## src/logic/fp_exc_pkg.sv

```systemverilog
/*
 * Constants for the floating-point arithmetic exception unit: register
 * byte addresses, field positions, class order, vectors and frame codes.
 * Assumes a 32-bit AXI4-Lite register bus with an 8-bit byte address.
 */
package fp_exc_pkg;

    // ------------------------------------------------------------------
    // Register map
    // ------------------------------------------------------------------
    localparam int unsigned ADDR_W      = 8;
    localparam logic [7:0]  CTRL_ADDR   = 8'h00;
    localparam logic [7:0]  STAT_ADDR   = 8'h04;
    localparam logic [7:0]  RPT_ADDR    = 8'h08;
    localparam logic [31:0] CTRL_RST    = 32'h0000_0000;
    localparam logic [31:0] STAT_RST    = 32'h0000_0000;
    localparam logic [1:0]  RESP_OKAY   = 2'h0;
    localparam logic [1:0]  RESP_SLVERR = 2'h2;

    // ------------------------------------------------------------------
    // Field positions
    // ------------------------------------------------------------------
    localparam int unsigned EN_LSB       = 8;
    localparam int unsigned EN_MSB       = 15;
    localparam int unsigned EXC_LSB      = 8;
    localparam int unsigned EXC_MSB      = 15;
    localparam int unsigned CC_LSB       = 24;
    localparam int unsigned CC_MSB       = 27;
    localparam int unsigned CC_NAN       = 0;
    localparam int unsigned RPT_PEND_BIT = 0;
    localparam int unsigned RPT_QUIET    = 1;
    localparam int unsigned RPT_CLS_LSB  = 8;
    localparam int unsigned RPT_VEC_LSB  = 16;

    // ------------------------------------------------------------------
    // Exception classes, index 7 is the highest priority
    // ------------------------------------------------------------------
    localparam logic [2:0] CLS_UNORD   = 3'h7;
    localparam logic [7:0] HW_EXC_MASK = 8'hFE;
    localparam logic [7:0] NM_MASK     = 8'h78;
    localparam logic [7:0] VEC_UNORD   = 8'h30;
    localparam logic [3:0] FRAME_PRE   = 4'h0;
    localparam logic [3:0] FRAME_POST  = 4'h3;

    // ------------------------------------------------------------------
    // Conditional predicate
    // ------------------------------------------------------------------
    localparam int unsigned PRED_SEL_BIT = 7;
    localparam int unsigned PRED_W       = 6;
    localparam int unsigned PRED_NONAWARE = 4;

endpackage

```

## src/logic/fp_arith_exception_unit.sv

```systemverilog
/*
 * Floating-point arithmetic exception unit: ranks eight exception classes,
 * qualifies all but nonmaskable ones by the enable byte, holds a pending exception for the
 * next floating-point instruction, and checks conditional instructions for
 * the unordered condition. Registers sit on an AXI4-Lite slave.
 * Assumes the sequencer drives its strobes on clk and restarts an
 * instruction whenever a pre-instruction exception is taken for it.
 */
`timescale 1ns/10ps

module fp_arith_exception_unit
(
    input  wire logic                      clk,
    input  wire logic                      sys_rst,
    input  wire logic [fp_exc_pkg::ADDR_W-1:0] s_axi_awaddr,
    input  wire logic                      s_axi_awvalid,
    output logic                           s_axi_awready,
    input  wire logic [31:0]               s_axi_wdata,
    input  wire logic [3:0]                s_axi_wstrb,
    input  wire logic                      s_axi_wvalid,
    output logic                           s_axi_wready,
    output logic [1:0]                     s_axi_bresp,
    output logic                           s_axi_bvalid,
    input  wire logic                      s_axi_bready,
    input  wire logic [fp_exc_pkg::ADDR_W-1:0] s_axi_araddr,
    input  wire logic                      s_axi_arvalid,
    output logic                           s_axi_arready,
    output logic [31:0]                    s_axi_rdata,
    output logic [1:0]                     s_axi_rresp,
    output logic                           s_axi_rvalid,
    input  wire logic                      s_axi_rready,
    input  wire logic                      op_done,
    input  wire logic [7:0]                op_exc,
    input  wire logic                      op_nonmask,
    input  wire logic [3:0]                op_cc,
    input  wire logic                      instr_arrive,
    input  wire logic                      cond_req,
    input  wire logic [15:0]               cond_opword,
    input  wire logic [15:0]               cond_ext,
    input  wire logic                      fpu_idle,
    input  wire logic                      fp_state_save_instr_done,
    output logic                           exc_take,
    output logic [7:0]                     exc_vector,
    output logic                           exc_pre,
    output logic [3:0]                     exc_frame,
    output logic                           cond_done,
    output logic [5:0]                     cond_pred
);
    import fp_exc_pkg::*;

    typedef enum logic [0:0] {CS_IDLE, CS_WAIT} cond_state_t;

    // ------------------------------------------------------------------
    // Helpers
    // ------------------------------------------------------------------
    function automatic logic [2:0] top_class(input logic [7:0] v);
        top_class = 3'h0;
        for (int i = 0; i < 8; i++)
        begin
            if (v[i])
            begin
                top_class = 3'(i);
            end
        end
    endfunction

    function automatic logic [7:0] vec_of(input logic [2:0] cls);
        vec_of = VEC_UNORD + {5'h00, CLS_UNORD - cls};
    endfunction

    function automatic logic [31:0] merge(input logic [31:0] old,
                                          input logic [31:0] nw,
                                          input logic [3:0]  strb);
        merge = old;
        for (int b = 0; b < 4; b++)
        begin
            if (strb[b])
            begin
                merge[b*8 +: 8] = nw[b*8 +: 8];
            end
        end
    endfunction

    // ------------------------------------------------------------------
    // State
    // ------------------------------------------------------------------
    logic        aw_have_r, aw_have_nxt;
    logic [7:0]  aw_addr_r, aw_addr_nxt;
    logic        w_have_r, w_have_nxt;
    logic [31:0] w_data_r, w_data_nxt;
    logic [3:0]  w_strb_r, w_strb_nxt;
    logic        awready_r, awready_nxt;
    logic        wready_r, wready_nxt;
    logic        bvalid_r, bvalid_nxt;
    logic [1:0]  bresp_r, bresp_nxt;
    logic        arready_r, arready_nxt;
    logic        rvalid_r, rvalid_nxt;
    logic [31:0] rdata_r, rdata_nxt;
    logic [1:0]  rresp_r, rresp_nxt;
    logic [7:0]  en_r, en_nxt;
    logic [7:0]  exc_r, exc_nxt;
    logic [3:0]  cc_r, cc_nxt;
    logic        pend_r, pend_nxt;
    logic [2:0]  pend_cls_r, pend_cls_nxt;
    logic        quiet_r, quiet_nxt;
    cond_state_t cs_r, cs_nxt;
    logic [5:0]  pred_r, pred_nxt;
    logic        take_r, take_nxt;
    logic [7:0]  vec_r, vec_nxt;
    logic        pre_r, pre_nxt;
    logic [3:0]  frame_r, frame_nxt;
    logic        done_r, done_nxt;
    logic [5:0]  cpred_r, cpred_nxt;

    logic        wr_fire;
    logic        ctl_wr;
    logic        st_wr;
    logic [31:0] ctl_word;
    logic [31:0] st_word;
    logic [31:0] rpt_word;
    logic [31:0] ctl_w;
    logic [31:0] st_w;
    logic [7:0]  masked;
    logic [7:0]  nonmask;
    logic        unord_hit;

    assign wr_fire = aw_have_r & w_have_r & ~bvalid_r;
    assign ctl_wr  = wr_fire && (aw_addr_r == CTRL_ADDR);
    assign st_wr   = wr_fire && (aw_addr_r == STAT_ADDR);

    // The enable byte and the status byte share one bit order.
    assign ctl_word = {16'h0000, en_r, 8'h00};
    assign st_word  = {4'h0, cc_r, 8'h00, exc_r, 8'h00};
    assign rpt_word = {8'h00, vec_of(pend_cls_r), 5'h00, pend_cls_r,
                       6'h00, quiet_r, pend_r};
    assign ctl_w    = merge(ctl_word, w_data_r, w_strb_r);
    assign st_w     = merge(st_word, w_data_r, w_strb_r);

    // Inexact-decimal is never raised by hardware.
    assign masked  = op_exc & HW_EXC_MASK & en_r;
    // Unordered is outside the nonmaskable set.
    assign nonmask = op_nonmask ? (op_exc & NM_MASK) : 8'h00;

    assign unord_hit = pred_r[PRED_NONAWARE] && cc_r[CC_NAN];

    // ------------------------------------------------------------------
    // AXI4-Lite slave
    // ------------------------------------------------------------------
    always_comb
    begin
        aw_have_nxt = aw_have_r;
        aw_addr_nxt = aw_addr_r;
        w_have_nxt  = w_have_r;
        w_data_nxt  = w_data_r;
        w_strb_nxt  = w_strb_r;
        bvalid_nxt  = bvalid_r;
        bresp_nxt   = bresp_r;
        arready_nxt = arready_r;
        rvalid_nxt  = rvalid_r;
        rdata_nxt   = rdata_r;
        rresp_nxt   = rresp_r;
        if (s_axi_awvalid && awready_r)
        begin
            aw_have_nxt = 1'b1;
            aw_addr_nxt = s_axi_awaddr;
        end
        if (s_axi_wvalid && wready_r)
        begin
            w_have_nxt = 1'b1;
            w_data_nxt = s_axi_wdata;
            w_strb_nxt = s_axi_wstrb;
        end
        if (bvalid_r && s_axi_bready)
        begin
            bvalid_nxt = 1'b0;
        end
        if (wr_fire)
        begin
            aw_have_nxt = 1'b0;
            w_have_nxt  = 1'b0;
            bvalid_nxt  = 1'b1;
            bresp_nxt   = (ctl_wr || st_wr) ? RESP_OKAY : RESP_SLVERR;
        end
        awready_nxt = ~aw_have_nxt;
        wready_nxt  = ~w_have_nxt;
        if (s_axi_arvalid && arready_r)
        begin
            arready_nxt = 1'b0;
            rvalid_nxt  = 1'b1;
            rresp_nxt   = RESP_OKAY;
            case (s_axi_araddr)
                CTRL_ADDR: rdata_nxt = ctl_word;
                STAT_ADDR: rdata_nxt = st_word;
                RPT_ADDR:  rdata_nxt = rpt_word;
                default:
                begin
                    rdata_nxt = 32'h0000_0000;
                    rresp_nxt = RESP_SLVERR;
                end
            endcase
        end
        else if (rvalid_r && s_axi_rready)
        begin
            rvalid_nxt  = 1'b0;
            arready_nxt = 1'b1;
        end
    end

    always_ff @(posedge clk)
    begin
        if (sys_rst)
        begin
            aw_have_r <= 1'b0;
            aw_addr_r <= 8'h00;
            w_have_r  <= 1'b0;
            w_data_r  <= 32'h0000_0000;
            w_strb_r  <= 4'h0;
            awready_r <= 1'b0;
            wready_r  <= 1'b0;
            bvalid_r  <= 1'b0;
            bresp_r   <= RESP_OKAY;
            arready_r <= 1'b1;
            rvalid_r  <= 1'b0;
            rdata_r   <= 32'h0000_0000;
            rresp_r   <= RESP_OKAY;
        end
        else
        begin
            aw_have_r <= aw_have_nxt;
            aw_addr_r <= aw_addr_nxt;
            w_have_r  <= w_have_nxt;
            w_data_r  <= w_data_nxt;
            w_strb_r  <= w_strb_nxt;
            awready_r <= awready_nxt;
            wready_r  <= wready_nxt;
            bvalid_r  <= bvalid_nxt;
            bresp_r   <= bresp_nxt;
            arready_r <= arready_nxt;
            rvalid_r  <= rvalid_nxt;
            rdata_r   <= rdata_nxt;
            rresp_r   <= rresp_nxt;
        end
    end

    // ------------------------------------------------------------------
    // Exception ranking, pending state and conditional sequencing
    // ------------------------------------------------------------------
    always_comb
    begin
        en_nxt       = ctl_wr ? ctl_w[EN_MSB:EN_LSB] : en_r;
        // Software writes only store; they never arm a pending trap.
        exc_nxt      = st_wr ? st_w[EXC_MSB:EXC_LSB] : exc_r;
        cc_nxt       = st_wr ? st_w[CC_MSB:CC_LSB] : cc_r;
        pend_nxt     = pend_r;
        pend_cls_nxt = pend_cls_r;
        quiet_nxt    = quiet_r;
        cs_nxt       = cs_r;
        pred_nxt     = pred_r;
        take_nxt     = 1'b0;
        vec_nxt      = vec_r;
        pre_nxt      = pre_r;
        frame_nxt    = frame_r;
        done_nxt     = 1'b0;
        cpred_nxt    = cpred_r;
        if (fp_state_save_instr_done)
        begin
            pend_nxt  = 1'b0;
            quiet_nxt = 1'b1;
        end
        if (instr_arrive && pend_r)
        begin
            take_nxt  = 1'b1;
            vec_nxt   = vec_of(pend_cls_r);
            pre_nxt   = 1'b1;
            frame_nxt = FRAME_PRE;
            pend_nxt  = 1'b0;
        end
        case (cs_r)
            CS_IDLE:
            begin
                if (cond_req)
                begin
                    // Predicate lives in the opword or the next word.
                    pred_nxt = cond_opword[PRED_SEL_BIT] ?
                               cond_opword[PRED_W-1:0] : cond_ext[PRED_W-1:0];
                    cs_nxt   = CS_WAIT;
                end
            end
            CS_WAIT:
            begin
                if (pend_r)
                begin
                    // Earlier exception first; the sequencer restarts us.
                    take_nxt  = 1'b1;
                    vec_nxt   = vec_of(pend_cls_r);
                    pre_nxt   = 1'b1;
                    frame_nxt = FRAME_PRE;
                    pend_nxt  = 1'b0;
                    cs_nxt    = CS_IDLE;
                end
                else if (fpu_idle)
                begin
                    cs_nxt    = CS_IDLE;
                    // A save landing in this same cycle still quiets the next check.
                    quiet_nxt = fp_state_save_instr_done;
                    if (unord_hit)
                    begin
                        exc_nxt[CLS_UNORD] = 1'b1;
                    end
                    if (unord_hit && en_r[CLS_UNORD] && !quiet_r)
                    begin
                        // Trap before evaluating; a rerun traps again.
                        take_nxt  = 1'b1;
                        vec_nxt   = VEC_UNORD;
                        pre_nxt   = 1'b1;
                        frame_nxt = FRAME_PRE;
                    end
                    else
                    begin
                        // Nonaware tests fall back to the aware form.
                        done_nxt  = 1'b1;
                        cpred_nxt = pred_r;
                        cpred_nxt[PRED_NONAWARE] = 1'b0;
                    end
                end
            end
            default:
            begin
                cs_nxt = CS_IDLE;
            end
        endcase
        if (op_done)
        begin
            // All flagged classes but inexact-decimal are recorded at once.
            exc_nxt = exc_nxt | (op_exc & HW_EXC_MASK);
            cc_nxt  = op_cc;
            if (|nonmask)
            begin
                // Taken at once, ranked against enabled ones.
                take_nxt  = 1'b1;
                vec_nxt   = vec_of(top_class(nonmask | masked));
                pre_nxt   = 1'b0;
                frame_nxt = FRAME_POST;
                pend_nxt  = 1'b0;
            end
            else if (|masked)
            begin
                // Only the top class survives; lower ones are dropped.
                pend_nxt     = 1'b1;
                pend_cls_nxt = top_class(masked);
            end
        end
    end

    always_ff @(posedge clk)
    begin
        if (sys_rst)
        begin
            en_r       <= CTRL_RST[EN_MSB:EN_LSB];
            exc_r      <= STAT_RST[EXC_MSB:EXC_LSB];
            cc_r       <= STAT_RST[CC_MSB:CC_LSB];
            pend_r     <= 1'b0;
            pend_cls_r <= 3'h0;
            quiet_r    <= 1'b0;
            cs_r       <= CS_IDLE;
            pred_r     <= 6'h00;
            take_r     <= 1'b0;
            vec_r      <= 8'h00;
            pre_r      <= 1'b0;
            frame_r    <= FRAME_PRE;
            done_r     <= 1'b0;
            cpred_r    <= 6'h00;
        end
        else
        begin
            en_r       <= en_nxt;
            exc_r      <= exc_nxt;
            cc_r       <= cc_nxt;
            pend_r     <= pend_nxt;
            pend_cls_r <= pend_cls_nxt;
            quiet_r    <= quiet_nxt;
            cs_r       <= cs_nxt;
            pred_r     <= pred_nxt;
            take_r     <= take_nxt;
            vec_r      <= vec_nxt;
            pre_r      <= pre_nxt;
            frame_r    <= frame_nxt;
            done_r     <= done_nxt;
            cpred_r    <= cpred_nxt;
        end
    end

    assign s_axi_awready = awready_r;
    assign s_axi_wready  = wready_r;
    assign s_axi_bvalid  = bvalid_r;
    assign s_axi_bresp   = bresp_r;
    assign s_axi_arready = arready_r;
    assign s_axi_rvalid  = rvalid_r;
    assign s_axi_rdata   = rdata_r;
    assign s_axi_rresp   = rresp_r;
    assign exc_take      = take_r;
    assign exc_vector    = vec_r;
    assign exc_pre       = pre_r;
    assign exc_frame     = frame_r;
    assign cond_done     = done_r;
    assign cond_pred     = cpred_r;
endmodule

```

## config.mk

```make
export PLATFORM = sky130hd
export DESIGN_NAME = fp_arith_exception_unit
export DESIGN_NICKNAME = d
export VERILOG_FILES = /design/src/logic/fp_exc_pkg.sv /design/src/logic/fp_arith_exception_unit.sv
export SDC_FILE = /design/constraint.sdc
export NUM_CORES = 1
export LEC_CHECK = 0
export BUFFER_PORTS_ARGS = -buffer_cell sky130_fd_sc_hd__buf_4
export CORE_ASPECT_RATIO = 0.75
export CORE_MARGIN = 10
export CORE_UTILIZATION = 50
export CTS_CLUSTER_SIZE = 25
export DETAILED_ROUTE_END_ITERATION = 10
export PLACE_DENSITY_LB_ADDON = 0.3
export SLEW_MARGIN = 10
export SYNTH_ARGS = -nofsm -noshare
export SYNTH_HDL_FRONTEND = slang
export SYNTH_SLANG_ARGS = --single-unit
```

## constraint.sdc

```tcl
create_clock -name clk -period 6 [get_ports clk]
set_input_delay 0.9 -clock clk [delete_from_list [all_inputs] [get_ports clk]]
set_output_delay 0.9 -clock clk [all_outputs]
set_load 0.02 [all_outputs]
```

==> reports/metrics.csv <==
metric,value,unit
status,finished clean,
vias,3682,
finalHoldViolations,0,
clockBufferDepth,2,
area_delta_synth_final,24.4,%
clkLatencyLatePin,0.36,ns
path_cells,buf_4 -> nand2_1 -> nor4_2 -> a32oi_1 -> nor2_1,
seq_area,0.00202,mm^2
grt_pass1_vias,3576,
ys_types,48,
reg2reg_from,s_axi_arready$_SDFFE_PP1P_,
netlist_area,0.00417,mm^2
p_leak,2.12,nW
wl,11100,um
clk_pin_slew,0.09,ns
clkSinkCount,101,
finalPower,1.35,mW
netlist_instances,463,
pin_count,171,
hold_buffers,0,
wire_per_inst,16.6,um
nets,667,
finalSetupTns,0,ns
max_slew_margin,33.2,%
arrival,2.77,ns
start_util,52.0,%
seq_area_frac_synth,48.4,%
synth_edf_count,0,
postCtsSetupBuffers,0,
multi_input_area,0.00197,mm^2
dp_hpwl,8320,um
drt_pre_antenna_iters,4,
grt.busiest_layer,met2,
cpMaxStageDelayCell,nor4_2,
drive_above_1_share,24.6,%
die_x,126,um
grt_use_total,17.1,%
rsz0062_at_grt,no,
grt_pass1_wl,17700,um
clock.fmax,402,MHz
numPortBuffers,112,
criticalPathCategory,in2reg,
use_met2,26.9,%
ant_nets,0,
cap_violations,0,
dieHeight,99.1,um
yosys_warnings,0,
finalSetupViolCount,0,
root_buffer,clkbuf_8,
synthArstFlopShare,0,%
crit_fanout,23,
n_fill_cell,712,
grt_max_degree,98,
syn_area_per_cell,9.02,um^2
grt_antenna_before_repair,0,
reg2regPathDepth,4,
min_path_type,reg2reg,
tightest_slew,0.994,ns
drv_slew,0,
rrSetupSlack,3.75,ns
rr_endpoint,s_axi_rdata[27]$_SDFFE_PP0P_,
gr-usage-met1,21.4,%
min_period,2.49,ns
htree_num_levels,3,
min_to,aw_addr_r[7]$_SDFFE_PP0P_,
fin_crit_sh,41.5,%
crit_path_max_incr_delay,1.01,ns
synth_flop_cell,dfxtp_1,
min_from,aw_addr_r[7]$_SDFFE_PP0P_,
grt-ovfl-total,0,
crit_path_end_kind,register,
ctsResizeCount,0,
gp_congestion,0.867,
drtIter0Drc,216,
power_density,260,mW/mm^2
vdd_ir_drop_max,0.000190,V
rows,28,
cts_buffers,9,
met3_usage,6.63,%
core_area,0.00802,mm^2
antennaDiodeCount,0,
finClkSkew,0.00841,ns
start_kind,input port,
required,6.29,ns
drc,0,
cts_tree,done,
die_area,0.0124,mm^2
hold_path_depth,2,
ys_ff_latch,101,
via_per_inst,5.52,
==> per-stage QoR <==
stage	util [%]	hold WS (ns)	instances	worst slack [ns]	instance area, um^2
6_report	64.7	0.455	667	3.51	5190
5_1_grt	64.7	0.487	667	3.30	5190
4_1_cts	64.7	0.456	667	3.52	5190
3_5_place_dp	61.9	0.444	652	3.14	4970
3_3_place_gp	61.9	0.441	652	3.16	4970
2_1_floorplan	-	0.431	478	3.70	4230
==> final cells by class <==
class                           instances  area share (%)
Sequential cell                       101            38.9
Multi-Input combinational cell        333            38.0
Timing Repair Buffer                  112            16.2
Clock buffer                           12            2.99
Tap cell                              105            2.53
Clock inverter                          3            1.32
Inverter                                1          0.0723
==> synth_stat cells, drive strengths merged (3+ instances only) <==
cell type | count | share of area (%)
clkbuf | 23 | 2.1
nand3 | 10 | 1.2
nor2b | 3 | 0.45
o22ai | 3 | 0.45
nor4 | 5 | 2.0
a22oi | 10 | 1.8
a211oi | 14 | 2.5
dfxtp | 101 | 48
nor2 | 63 | 5.7
mux2i | 34 | 8.2
and2 | 10 | 1.5
o21ai | 9 | 1.1
mux2 | 5 | 1.3
a32oi | 7 | 1.5
a21oi | 42 | 5.0
a2bb2oi | 3 | 0.63
buf | 20 | 3.5
nor3 | 11 | 1.3
nand2 | 57 | 5.1
o2bb2ai | 3 | 0.63
o21a | 3 | 0.54
a311oi | 3 | 0.63
nand2b | 3 | 0.45
==> cells in the final DEF (no fill, tap or decap), types with 5 or more instances in the layout <==
cell type	netlist	final
and2_1	10	10
dfxtp_1	101	101
o21ai_0	6	6
clkbuf_8	0	11
nor2_1	63	63
a211oi_1	14	14
a22oi_1	10	10
mux2_2	5	5
a32oi_1	7	7
mux2i_1	34	34
buf_4	17	112
nand2_1	57	57
a21oi_1	42	42
nand3_1	10	10
conb_1	1	16
nor3_1	11	11
==> power by group <==
| part | internal (mW) | switching [mW] |
|---|---|---|
| Sequential | 0.696 | 0.0176 |
| Clock | 0.257 | 0.222 |
| Combinational | 0.0681 | 0.0915 |
==> kinds of logic after synthesis <==
group,synth area share [%]
muxes,9.50
DFF,48.4
buffers and inverters,5.67
and+or+nand+nor,19.8
other,0.0898
AOI/OAI and AO/OA,16.5
==> critical path, delay by kind of cell <==
family,cells,cell delay (ns)
AO/OA/AOI/OAI,1,0.21
buffers and inverters,1,0.08
AND/OR/NAND/NOR,3,1.57
==> sequential cells by signal, summed over array words and instances, names as in the netlist, 2 cells and up <==
name and count:
cc_r 4, w_data_r 12, s_axi_rdata 18, pred_r 6, cond_pred 5, exc_r 8, exc_vector 8, pend_cls_r 3
aw_addr_r 8, exc_frame 4, w_strb_r 2, en_r 8
==> worst max path at each step <==
stage | slack [ns] | start | endpoint | depth (start not counted)
global route | 3.30 | s_axi_arvalid | s_axi_rdata[26]$_SDFFE_PP0P_ | 5
finish | 3.51 | s_axi_arvalid | s_axi_rdata[27]$_SDFFE_PP0P_ | 5
floorplan | 3.70 | s_axi_araddr[1] | s_axi_rdata[16]$_SDFFE_PP0P_ | 4
global placement | 3.16 | s_axi_arvalid | s_axi_rdata[27]$_SDFFE_PP0P_ | 5
CTS | 3.52 | s_axi_arvalid | s_axi_rdata[27]$_SDFFE_PP0P_ | 5
detailed placement | 3.14 | s_axi_arvalid | s_axi_rdata[27]$_SDFFE_PP0P_ | 5
==> per-layer routing <==
layer,up-vias,routed length [um]
met5,-,0
met4,0,154
met3,12,889
met2,140,5150
met1,1738,4860
li1,1792,-
No activity file was read; power rests on OpenSTA's default activity.
